File: config.mk
export PLATFORM = sky130hd
export DESIGN_NAME = feac_codeword_controller
export DESIGN_NICKNAME = d
export VERILOG_FILES = /design/src/feac_pkg.sv /design/src/feac_codeword_controller.sv /design/src/feac_fifo_mem.sv
export SDC_FILE = /design/constraint.sdc
export NUM_CORES = 1
export LEC_CHECK = 0
export CAP_MARGIN = 20
export CORE_MARGIN = 5
export CORE_UTILIZATION = 40
export DETAILED_ROUTE_END_ITERATION = 6
export DONT_BUFFER_PORTS = 1
export PLACE_DENSITY_LB_ADDON = 0.12
export SLEW_MARGIN = 20
export SYNTH_ARGS = -nofsm -noshare
export SYNTH_HDL_FRONTEND = slang
export SYNTH_SLANG_ARGS = --single-unit
File: constraint.sdc
create_clock -name clk -period 6.45 [get_ports clk]
set_clock_uncertainty 0.1 [all_clocks]
set_input_delay 1.29 -clock clk [delete_from_list [all_inputs] [get_ports clk]]
set_output_delay 1.29 -clock clk [all_outputs]
set_load 0.1 [all_outputs]
File: src/feac_pkg.sv
// Shared constants and types for the FEAC codeword controller.
package feac_pkg;

   // ==========================================================================
   // Register map (byte addresses, one aligned word each)
   // ==========================================================================
   localparam logic [7:0] CTRL_OFF   = 8'h00;
   localparam logic [7:0] CODES_OFF  = 8'h04;
   localparam logic [7:0] STATUS_OFF = 8'h08;
   localparam logic [7:0] FIFO_OFF   = 8'h0c;

   // ==========================================================================
   // Field positions and reset values
   // ==========================================================================
   localparam int         MODE_LSB       = 0;
   localparam int         FIRST_LSB      = 0;
   localparam int         SECOND_LSB     = 8;
   localparam int         OVF_BIT        = 3;
   localparam int         FILL_LSB       = 8;
   localparam int         VALID_BIT      = 8;
   localparam logic [5:0] CODE_RST       = 6'h00;
   localparam int         CODE_W         = 6;
   localparam int         FIFO_DEPTH_DEF = 4;

   // ==========================================================================
   // Line timing counts, in codewords (TX_REPEAT, VALID_COUNT, DIFF_COUNT) or line bits
   // ==========================================================================
   localparam logic [3:0] TX_REPEAT   = 4'ha;
   localparam logic [1:0] VALID_COUNT = 2'h3;
   localparam logic [1:0] DIFF_COUNT  = 2'h2;
   localparam logic [4:0] IDLE_ONES   = 5'h10;
   localparam logic [4:0] WORD_GAP    = 5'h0f;

   // ==========================================================================
   // Modes, states and carriers
   // ==========================================================================
   typedef enum logic [1:0] {
      MODE_IDLE   = 2'h0,
      MODE_SINGLE = 2'h1,
      MODE_DUAL   = 2'h2,
      MODE_CONT   = 2'h3
   } tx_mode_t;

   typedef enum logic [1:0] {
      TX_IDLE   = 2'h0,
      TX_FIRST  = 2'h1,
      TX_SECOND = 2'h3,
      TX_CONT   = 2'h2
   } tx_state_t;

   typedef struct packed {
      logic tx_busy;
      logic overflow;
      logic idle;
      logic detected;
      logic empty;
   } status_t;

endpackage

File: src/feac_codeword_controller.sv
// FEAC codeword transmitter, receiver and receive FIFO behind AHB-Lite.
//
// Our own choices: the register offsets and the AHB-Lite interface to the registers.
`timescale 1ns/1ps
`default_nettype none

module feac_codeword_controller
   import feac_pkg::*;
#(
   parameter int FIFO_DEPTH = FIFO_DEPTH_DEF
)
(
   input  wire logic        clk,
   input  wire logic        rst_n,
   input  wire logic        hsel,
   input  wire logic [31:0] haddr,
   input  wire logic [1:0]  htrans,
   input  wire logic        hwrite,
   input  wire logic [2:0]  hsize,
   input  wire logic [31:0] hwdata,
   input  wire logic        hready,
   output var  logic        hreadyout,
   output var  logic        hresp,
   output var  logic [31:0] hrdata,
   input  wire logic        line_clk,
   input  wire logic        rx_feac,
   output var  logic        tx_feac
);

   localparam int AW = $clog2(FIFO_DEPTH);
   localparam int CW = AW + 1;
   localparam logic [CW-1:0] FULL_CNT = CW'(FIFO_DEPTH);

   logic            acc;
   logic            ph_rd_r;
   logic            ph_wr_r;
   logic [7:0]      ph_addr_r;
   logic            ctrl_wr;
   logic            pop_req;
   logic            pop;
   tx_mode_t        mode_r;
   logic [5:0]      tx_first_code;
   logic [5:0]      tx_second_code;
   logic            tx_restart_r;
   logic [1:0]      lclk_sync_r;
   logic            lclk_prev_r;
   logic [1:0]      rx_sync_r;
   logic            bit_en;
   logic            rx_bit;
   tx_state_t       tx_state_r;
   logic [3:0]      tx_bit_r;
   logic [3:0]      tx_rep_r;
   logic            tx_dual_r;
   logic [5:0]      cur_code;
   logic [15:0]     cur_word;
   logic [3:0]      tx_idx;
   logic [15:0]     rx_sh_r;
   logic [15:0]     rx_new;
   logic            match;
   logic [5:0]      code_w;
   logic [4:0]      since_r;
   logic [5:0]      cand_r;
   logic [1:0]      cand_cnt_r;
   logic            hit3;
   logic            det_r;
   logic [5:0]      det_code_r;
   logic [1:0]      diff_r;
   logic [4:0]      ones_r;
   logic            idle_set;
   logic            idle_r;
   logic            push_req;
   logic            push_ok;
   logic            overflow_r;
   logic [AW-1:0]   wr_ptr_r;
   logic [AW-1:0]   rd_ptr_r;
   logic [CW-1:0]   count_r;
   logic [5:0]      head;
   status_t         stat;

   // ==========================================================================
   // AHB-Lite slave: reads take one wait state so read data leave a flop
   // ==========================================================================
   assign acc     = hsel && htrans[1] && hready;
   assign ctrl_wr = ph_wr_r && (ph_addr_r == CTRL_OFF);
   assign pop_req = ph_rd_r && (ph_addr_r == FIFO_OFF);
   assign pop     = pop_req && (count_r != '0);

   always_ff @(posedge clk)
   begin
      if (!rst_n)
      begin
         ph_rd_r   <= 1'b0;
         ph_wr_r   <= 1'b0;
         ph_addr_r <= 8'h00;
         hreadyout <= 1'b1;
         hresp     <= 1'b0;
      end
      else
      begin
         ph_rd_r   <= acc && !hwrite;
         ph_wr_r   <= acc && hwrite;
         hreadyout <= !(acc && !hwrite);
         hresp     <= 1'b0;
         if (acc)
         begin
            ph_addr_r <= haddr[7:0];
         end
      end
   end

   assign stat = '{tx_busy:  (tx_state_r != TX_IDLE) || tx_restart_r,
                   overflow: overflow_r,
                   idle:     idle_r,
                   detected: det_r,
                   empty:    (count_r == '0)};

   always_ff @(posedge clk)
   begin
      if (!rst_n)
      begin
         hrdata <= 32'h0000_0000;
      end
      else if (ph_rd_r)
      begin
         hrdata <= 32'h0000_0000;
         unique case (ph_addr_r)
            CTRL_OFF:   hrdata[MODE_LSB +: 2] <= mode_r;
            CODES_OFF:
            begin
               hrdata[FIRST_LSB +: CODE_W]  <= tx_first_code;
               hrdata[SECOND_LSB +: CODE_W] <= tx_second_code;
            end
            STATUS_OFF:
            begin
               hrdata[4:0]            <= stat;
               hrdata[FILL_LSB +: CW] <= count_r;
            end
            FIFO_OFF:
            begin
               if (pop)
               begin
                  hrdata[CODE_W-1:0] <= head;
                  hrdata[VALID_BIT]  <= 1'b1;
               end
            end
            default:    hrdata <= 32'h0000_0000;
         endcase
      end
   end

   // ==========================================================================
   // Software-written registers
   // ==========================================================================
   always_ff @(posedge clk)
   begin
      if (!rst_n)
      begin
         mode_r         <= MODE_IDLE;
         tx_first_code  <= CODE_RST;
         tx_second_code <= CODE_RST;
      end
      else if (ph_wr_r)
      begin
         if (ph_addr_r == CTRL_OFF)
         begin
            mode_r <= tx_mode_t'(hwdata[MODE_LSB +: 2]);
         end
         if (ph_addr_r == CODES_OFF)
         begin
            tx_first_code  <= hwdata[FIRST_LSB +: CODE_W];
            tx_second_code <= hwdata[SECOND_LSB +: CODE_W];
         end
      end
   end

   // A new mode takes effect at the next line bit; the write wins a tie.
   always_ff @(posedge clk)
   begin
      if (!rst_n)
      begin
         tx_restart_r <= 1'b0;
      end
      else if (ctrl_wr)
      begin
         tx_restart_r <= 1'b1;
      end
      else if (bit_en)
      begin
         tx_restart_r <= 1'b0;
      end
   end

   // ==========================================================================
   // Line pins: two-flop synchronisers and line clock edge detect
   // ==========================================================================
   // The line clock is only sampled, so a stopped line clock simply yields
   // no bit enables and the register side keeps working untouched.
   always_ff @(posedge clk)
   begin
      if (!rst_n)
      begin
         lclk_sync_r <= 2'h0;
         lclk_prev_r <= 1'b0;
         rx_sync_r   <= 2'h3;
      end
      else
      begin
         lclk_sync_r <= {lclk_sync_r[0], line_clk};
         lclk_prev_r <= lclk_sync_r[1];
         rx_sync_r   <= {rx_sync_r[0], rx_feac};
      end
   end

   assign bit_en = lclk_sync_r[1] && !lclk_prev_r;
   assign rx_bit = rx_sync_r[1];

   // ==========================================================================
   // Transmit codeword sequencer
   // ==========================================================================
   // Codes are read live, so rewriting them mid-sequence alters the next bits.
   assign cur_code = (tx_state_r == TX_SECOND) ? tx_second_code : tx_first_code;
   assign cur_word = {1'b0, cur_code[0], cur_code[1], cur_code[2], cur_code[3],
                      cur_code[4], cur_code[5], 1'b0, 8'hff};
   assign tx_idx   = 4'hf - tx_bit_r;

   always_ff @(posedge clk)
   begin
      if (!rst_n)
      begin
         tx_state_r <= TX_IDLE;
         tx_bit_r   <= 4'h0;
         tx_rep_r   <= 4'h0;
         tx_dual_r  <= 1'b0;
         tx_feac    <= 1'b1;
      end
      else if (bit_en)
      begin
         if (tx_restart_r)
         begin
            tx_bit_r  <= 4'h0;
            tx_rep_r  <= 4'h0;
            tx_dual_r <= (mode_r == MODE_DUAL);
            tx_feac   <= 1'b1;
            unique case (mode_r)
               MODE_IDLE:   tx_state_r <= TX_IDLE;
               MODE_SINGLE: tx_state_r <= TX_FIRST;
               MODE_DUAL:   tx_state_r <= TX_FIRST;
               MODE_CONT:   tx_state_r <= TX_CONT;
            endcase
         end
         else if (tx_state_r == TX_IDLE)
         begin
            tx_feac <= 1'b1;
         end
         else
         begin
            tx_feac  <= cur_word[tx_idx];
            tx_bit_r <= tx_bit_r + 4'h1;
            if ((tx_bit_r == 4'hf) && (tx_state_r != TX_CONT))
            begin
               if (tx_rep_r == TX_REPEAT - 4'h1)
               begin
                  tx_rep_r <= 4'h0;
                  if ((tx_state_r == TX_FIRST) && tx_dual_r)
                  begin
                     tx_state_r <= TX_SECOND;
                  end
                  else
                  begin
                     tx_state_r <= TX_IDLE;
                  end
               end
               else
               begin
                  tx_rep_r <= tx_rep_r + 4'h1;
               end
            end
         end
      end
   end

   // ==========================================================================
   // Receive boundary search, validation and idle detection
   // ==========================================================================
   assign rx_new   = {rx_sh_r[14:0], rx_bit};
   assign match    = bit_en && !rx_new[15] && !rx_new[8]
                     && (rx_new[7:0] == 8'hff);
   assign code_w   = {rx_new[9], rx_new[10], rx_new[11], rx_new[12],
                      rx_new[13], rx_new[14]};
   assign hit3     = match && (since_r == WORD_GAP) && (code_w == cand_r)
                     && (cand_cnt_r == VALID_COUNT - 2'h1);
   assign push_req = hit3 && !(det_r && (det_code_r == code_w));
   assign idle_set = bit_en && rx_bit && (ones_r == IDLE_ONES - 5'h1);

   always_ff @(posedge clk)
   begin
      if (!rst_n)
      begin
         rx_sh_r    <= 16'hffff;
         since_r    <= IDLE_ONES;
         cand_r     <= CODE_RST;
         cand_cnt_r <= 2'h0;
         ones_r     <= 5'h00;
      end
      else if (bit_en)
      begin
         rx_sh_r <= rx_new;
         ones_r  <= !rx_bit ? 5'h00 :
                    (ones_r == IDLE_ONES) ? IDLE_ONES : ones_r + 5'h1;
         if (match)
         begin
            since_r <= 5'h00;
            cand_r  <= code_w;
            if ((since_r == WORD_GAP) && (code_w == cand_r))
            begin
               cand_cnt_r <= (cand_cnt_r == VALID_COUNT) ? VALID_COUNT
                             : cand_cnt_r + 2'h1;
            end
            else
            begin
               cand_cnt_r <= 2'h1;
            end
         end
         else
         begin
            if (since_r != IDLE_ONES)
            begin
               since_r <= since_r + 5'h1;
            end
            if (since_r >= WORD_GAP)
            begin
               cand_cnt_r <= 2'h0;
            end
         end
      end
   end

   always_ff @(posedge clk)
   begin
      if (!rst_n)
      begin
         det_r      <= 1'b0;
         det_code_r <= CODE_RST;
         diff_r     <= 2'h0;
         idle_r     <= 1'b0;
      end
      else
      begin
         if (hit3)
         begin
            det_r      <= 1'b1;
            det_code_r <= code_w;
            diff_r     <= 2'h0;
         end
         else if (idle_set)
         begin
            det_r <= 1'b0;
         end
         else if (match && det_r)
         begin
            if (code_w == det_code_r)
            begin
               diff_r <= 2'h0;
            end
            else if (diff_r == DIFF_COUNT - 2'h1)
            begin
               det_r  <= 1'b0;
               diff_r <= 2'h0;
            end
            else
            begin
               diff_r <= diff_r + 2'h1;
            end
         end
         if (hit3)
         begin
            idle_r <= 1'b0;
         end
         else if (idle_set)
         begin
            idle_r <= 1'b1;
         end
      end
   end

   // ==========================================================================
   // Receive FIFO control
   // ==========================================================================
   assign push_ok = push_req && (count_r != FULL_CNT);

   always_ff @(posedge clk)
   begin
      if (!rst_n)
      begin
         wr_ptr_r <= '0;
         rd_ptr_r <= '0;
         count_r  <= '0;
      end
      else
      begin
         if (push_ok)
         begin
            wr_ptr_r <= wr_ptr_r + AW'(1);
         end
         if (pop)
         begin
            rd_ptr_r <= rd_ptr_r + AW'(1);
         end
         count_r <= count_r + CW'(push_ok) - CW'(pop);
      end
   end

   // Overflow is sticky; writing one clears it, but a new drop wins the tie.
   always_ff @(posedge clk)
   begin
      if (!rst_n)
      begin
         overflow_r <= 1'b0;
      end
      else if (push_req && (count_r == FULL_CNT))
      begin
         overflow_r <= 1'b1;
      end
      else if (ph_wr_r && (ph_addr_r == STATUS_OFF) && hwdata[OVF_BIT])
      begin
         overflow_r <= 1'b0;
      end
   end

   feac_fifo_mem #(
      .WIDTH (CODE_W),
      .DEPTH (FIFO_DEPTH),
      .AW    (AW)
   ) u_mem (
      .clk   (clk),
      .we    (push_ok),
      .waddr (wr_ptr_r),
      .wdata (code_w),
      .raddr (rd_ptr_r),
      .rdata (head)
   );

   // ==========================================================================
   // Assertions
   // ==========================================================================
   tx_idle_ones_a: assert property (
      @(posedge clk) disable iff (!rst_n)
      bit_en && !tx_restart_r && (tx_state_r == TX_IDLE) |=> tx_feac)
      else $error("Idle transmitter sent a zero.");

   tx_single_end_a: assert property (
      @(posedge clk) disable iff (!rst_n)
      bit_en && !tx_restart_r && (tx_state_r == TX_FIRST) && !tx_dual_r
      && (tx_rep_r == 4'h9) && (tx_bit_r == 4'hf) |=> (tx_state_r == TX_IDLE))
      else $error("Single mode did not stop after ten codewords.");

   tx_dual_next_a: assert property (
      @(posedge clk) disable iff (!rst_n)
      bit_en && !tx_restart_r && (tx_state_r == TX_FIRST) && tx_dual_r
      && (tx_rep_r == 4'h9) && (tx_bit_r == 4'hf) |=> (tx_state_r == TX_SECOND))
      else $error("Dual mode did not move to the second code.");

   tx_cont_hold_a: assert property (
      @(posedge clk) disable iff (!rst_n)
      (tx_state_r == TX_CONT) && !tx_restart_r |=> (tx_state_r == TX_CONT))
      else $error("Continuous mode ended without a mode write.");

   tx_first_bit_a: assert property (
      @(posedge clk) disable iff (!rst_n)
      bit_en && !tx_restart_r && (tx_state_r != TX_IDLE) && (tx_bit_r == 4'h1)
      |=> (tx_feac == $past(cur_code[0])))
      else $error("First code bit was not bit 0.");

   tx_frame_a: assert property (
      @(posedge clk) disable iff (!rst_n)
      bit_en && !tx_restart_r && (tx_state_r != TX_IDLE)
      && ((tx_bit_r == 4'h0) || (tx_bit_r == 4'h7)) |=> !tx_feac)
      else $error("Codeword framing zero missing.");

   rx_idle_set_a: assert property (
      @(posedge clk) disable iff (!rst_n)
      idle_set && !hit3 |=> idle_r && !det_r)
      else $error("Sixteen ones did not declare idle.");

   fifo_push_a: assert property (
      @(posedge clk) disable iff (!rst_n)
      push_ok && !pop |=> (count_r == $past(count_r) + CW'(1)))
      else $error("Validated code was not queued.");

   fifo_drop_a: assert property (
      @(posedge clk) disable iff (!rst_n)
      push_req && (count_r == FULL_CNT) |=> overflow_r && $stable(wr_ptr_r))
      else $error("Push while full was not dropped.");

   fifo_empty_rd_a: assert property (
      @(posedge clk) disable iff (!rst_n)
      pop_req && (count_r == '0) && !push_ok
      |=> $stable(rd_ptr_r) && (count_r == '0))
      else $error("Read of empty FIFO changed state.");

endmodule // feac_codeword_controller

`default_nettype wire

File: src/feac_fifo_mem.sv
// Small code memory for the receive FIFO with a registered read port.
`timescale 1ns/1ps
`default_nettype none

module feac_fifo_mem
#(
   parameter int WIDTH = 6,
   parameter int DEPTH = 4,
   parameter int AW    = 2
)
(
   input  wire logic             clk,
   input  wire logic             we,
   input  wire logic [AW-1:0]    waddr,
   input  wire logic [WIDTH-1:0] wdata,
   input  wire logic [AW-1:0]    raddr,
   output var  logic [WIDTH-1:0] rdata
);

   logic [WIDTH-1:0] mem [DEPTH];

   // ==========================================================================
   // Storage
   // ==========================================================================
   always_ff @(posedge clk)
   begin
      if (we)
      begin
         mem[waddr] <= wdata;
      end
   end

   // Forwarding keeps the head word valid in the same cycle the fill rises.
   always_ff @(posedge clk)
   begin
      if (we && (waddr == raddr))
      begin
         rdata <= wdata;
      end
      else
      begin
         rdata <= mem[raddr];
      end
   end

endmodule // feac_fifo_mem

`default_nettype wire

==> results.json <==
{
  "layout-drive-gt1-share_pct": 8.494,
  "fin_nets": 706,
  "cts-root-buf": "clkbuf_16",
  "hold_class": "reg2reg",
  "grt_max_degree": 54,
  "synth_area_per_cell_um2": 9.354,
  "slowest_delay_ns": 0.58,
  "routed_wl_mm": 12.07,
  "grt-busiest-layer": "met2",
  "core_area_um2": 14420,
  "place_area_um2": 5894,
  "fmax_mhz": 343.5,
  "portBuffers": 0,
  "diodes": 0,
  "antenna_found_initial": 0,
  "io_pins": 111,
  "post_cts_buffers": 0,
  "worst_slew_margin_rel_pct": 34.59,
  "cts.repair.resized": 0,
  "power.leakage_nw": 2.406,
  "synth-seq-area-share_pct": 49.23,
  "clk_pin_slew_ns": 0.05,
  "slew_viol_final": 0,
  "status": "complete, no violations",
  "num_vias": 4145,
  "use_met3_pct": 4.024,
  "synthCells": 626,
  "period_minus_slack_ns": 2.911,
  "synth.distinct_cells": 62,
  "ctsHoldBuffers": 0,
  "syn_area_um2": 5856,
  "reg2reg_depth": 9,
  "viasPerCell": 5.130,
  "power.total_mw": 1.823,
  "crit_chain": "ha_1 > and3_1 > ha_1 > nand4_1 > nor3_1 > and2_1 > ha_1 > fa_1 > and2_1",
  "whs_path_depth": 0,
  "avgRoutedWirePerCell_um": 14.94,
  "async_reset_ff_share_pct": 0,
  "dpl.cell_count": 777,
  "timing.final.crit_share_pct": 45.14,
  "drtIter0Drc": 224,
  "ys_warn_count": 0,
  "ff2ff_setup_slack_ns": 3.54,
  "tightest_slew_ns": 0.9798,
  "clock_sinks": 132,
  "tns_ns": 0,
  "grt_pass1_wl_mm": 19.70,
  "rows": 44,
  "synth_ff_type": "dfxtp_1",
  "cpMaxStageDelayCell": "nor3_1",
  "maxCapViolations": 0,
  "antenna_left": 0,
  "cts.path.max_buffers": 2,
  "rsz0062_at_grt": "false",
  "dpl.hpwl_mm": 8.323,
  "setup_viol": 0,
  "clk_latency_ns": 0.41,
  "multi_input_area_um2": 2661,
  "htreeDepth": 4,
  "power.density_nw_per_um2": 283.6,
  "final.fill_count": 1415,
  "seqCellArea_um2": 2883,
  "hold-worst-slack_ns": 0.2715,
  "crit_path_frequent_cell": "ha_1",
  "critPathArrivalTime_ns": 3.11,
  "hold_violations": 0,
  "die_y_um": 131.0,
  "drc": 0,
  "required_ns": 6.65,
  "dr.pass1.iters": 4,
  "yosys_register_bits": 132,
  "syn_to_final_growth_pct": 9.786,
  "crit_fanout": 6,
  "use_met1_pct": 20.44,
  "fin_cells": 808,
  "synth_edf_count": 24,
  "critPathKind": "reg2reg",
  "numCtsBuffers": 17,
  "met2_usage_pct": 21.86,
  "gp_congestion": 0.7483,
  "track_usage_pct": 14.69,
  "cp-end-kind": "flip-flop",
  "final_cell_area_um2": 6429,
  "cts_tree": "yes",
  "worst_setup_path_start_kind": "flip-flop",
  "die_width_um": 131.0,
  "start_util_pct": 40.60,
  "grt_pass1_vias": 3893,
  "irDropWorstVdd_mv": 0.1885,
  "overflow": 0,
  "die_area_um2": 17160
}
[layer usage]
layer | wire (um) | up-vias
met4 | 155 | 0
li1 | - | 2092
met1 | 5929 | 1977
met2 | 5510 | 63
met3 | 476 | 13
met5 | 0 | -
[final timing paths]
kind	start	end
max	since_r[0]	count_r[1]
min	rd_ptr_r[1]	flip-flop
max reg2reg	since_r[0]	count_r[1]
min reg2reg	rd_ptr_r[1]	flip-flop
[synthesized netlist by cell type, types with 5 or more instances]
| cell type | number | share of area, % |
|---|---|---|
| nand3_1 | 31 | 2.6 |
| a22oi_1 | 5 | 0.64 |
| and3_1 | 11 | 1.2 |
| and2_1 | 8 | 0.85 |
| a31oi_1 | 5 | 0.53 |
| xnor2_1 | 10 | 1.5 |
| xor2_1 | 10 | 1.5 |
| nor3_1 | 6 | 0.51 |
| buf_4 | 21 | 2.7 |
| nand4_1 | 5 | 0.53 |
| nor2_1 | 43 | 2.8 |
| clkbuf_1 | 31 | 2.0 |
| nor2b_1 | 6 | 0.64 |
| a21oi_1 | 49 | 4.2 |
| nand2b_1 | 9 | 0.96 |
| dfxtp_1 | 108 | 37 |
| ha_1 | 17 | 3.6 |
| mux4_2 | 8 | 3.1 |
| edfxtp_1 | 24 | 12 |
| nand2_1 | 110 | 7.1 |
| mux2i_1 | 13 | 2.2 |
| a22o_1 | 5 | 0.75 |
| o21ai_0 | 11 | 0.94 |
| inv_1 | 22 | 1.4 |
[logic make-up (layout without fill, tap and decap cells)]
group	count (synthesis)	in the layout	synth area share [%]
multiplexers	22	22	5.491
buffers and inverters	80	58	6.645
other	1	21	0.06404
AND/OR/NAND/NOR	252	252	20.71
XOR/XNOR	20	20	2.991
adder cells (fa/ha/maj)	18	18	3.974
flip-flops	132	132	49.23
AO/OA/AOI/OAI	101	101	10.90
[state kept, by name, summed over array words and instances, names as in the netlist, 6 cells and up, named ones only]
| signal | cells |
|---|---|
| cand_r | 6 |
| det_code_r | 6 |
| hrdata | 12 |
| ph_addr_r | 8 |
| rx_sh_r | 15 |
| tx_first_code | 6 |
| tx_second_code | 6 |
| u_mem.mem | 24 |
[report_power, final]
group | leakage, nW | total (mW) | switching [mW] | internal [mW]
combinational | 1.03 | 0.0985 | 0.0824 | 0.0161
clock | 0.270 | 0.863 | 0.326 | 0.536
sequential | 1.11 | 0.862 | 0.0137 | 0.848
total | 2.41 | 1.82 | 0.423 | 1.40
[stage by stage]
step / utilization, % / setup slack (ns)
floorplan: - / 3.878
CTS: 44.57 / 3.482
global route: 44.57 / 3.259
detailed placement: 40.87 / 3.489
finish: 44.57 / 3.539
global placement: 40.87 / 3.544
[cells in the final DEF, fill, tap and decap left out, types with 17 or more instances in the layout]
cell,count
edfxtp_1,24
ha_1,17
dfxtp_1,108
nand3_1,31
inv_1,21
conb_1,21
nand2_1,110
nor2_1,43
clkbuf_16,17
a21oi_1,49
[area by class of cell]
class	instances	share of cell area [%]
Clock buffer	26	7.921
Inverter	22	1.285
Tap cell	184	3.581
Clock inverter	5	0.3893
Multi-Input combinational cell	434	41.40
Timing Repair Buffer	5	0.5839
Sequential cell	132	44.84
[worst max-delay path, delay by kind of cell (launching register included)]
kind,cells,cell delay (ns)
DFF,1,0.41
and+or+nand+nor,5,1.34
adders and majority gates,4,0.95
(Power assumes the default switching activity.)
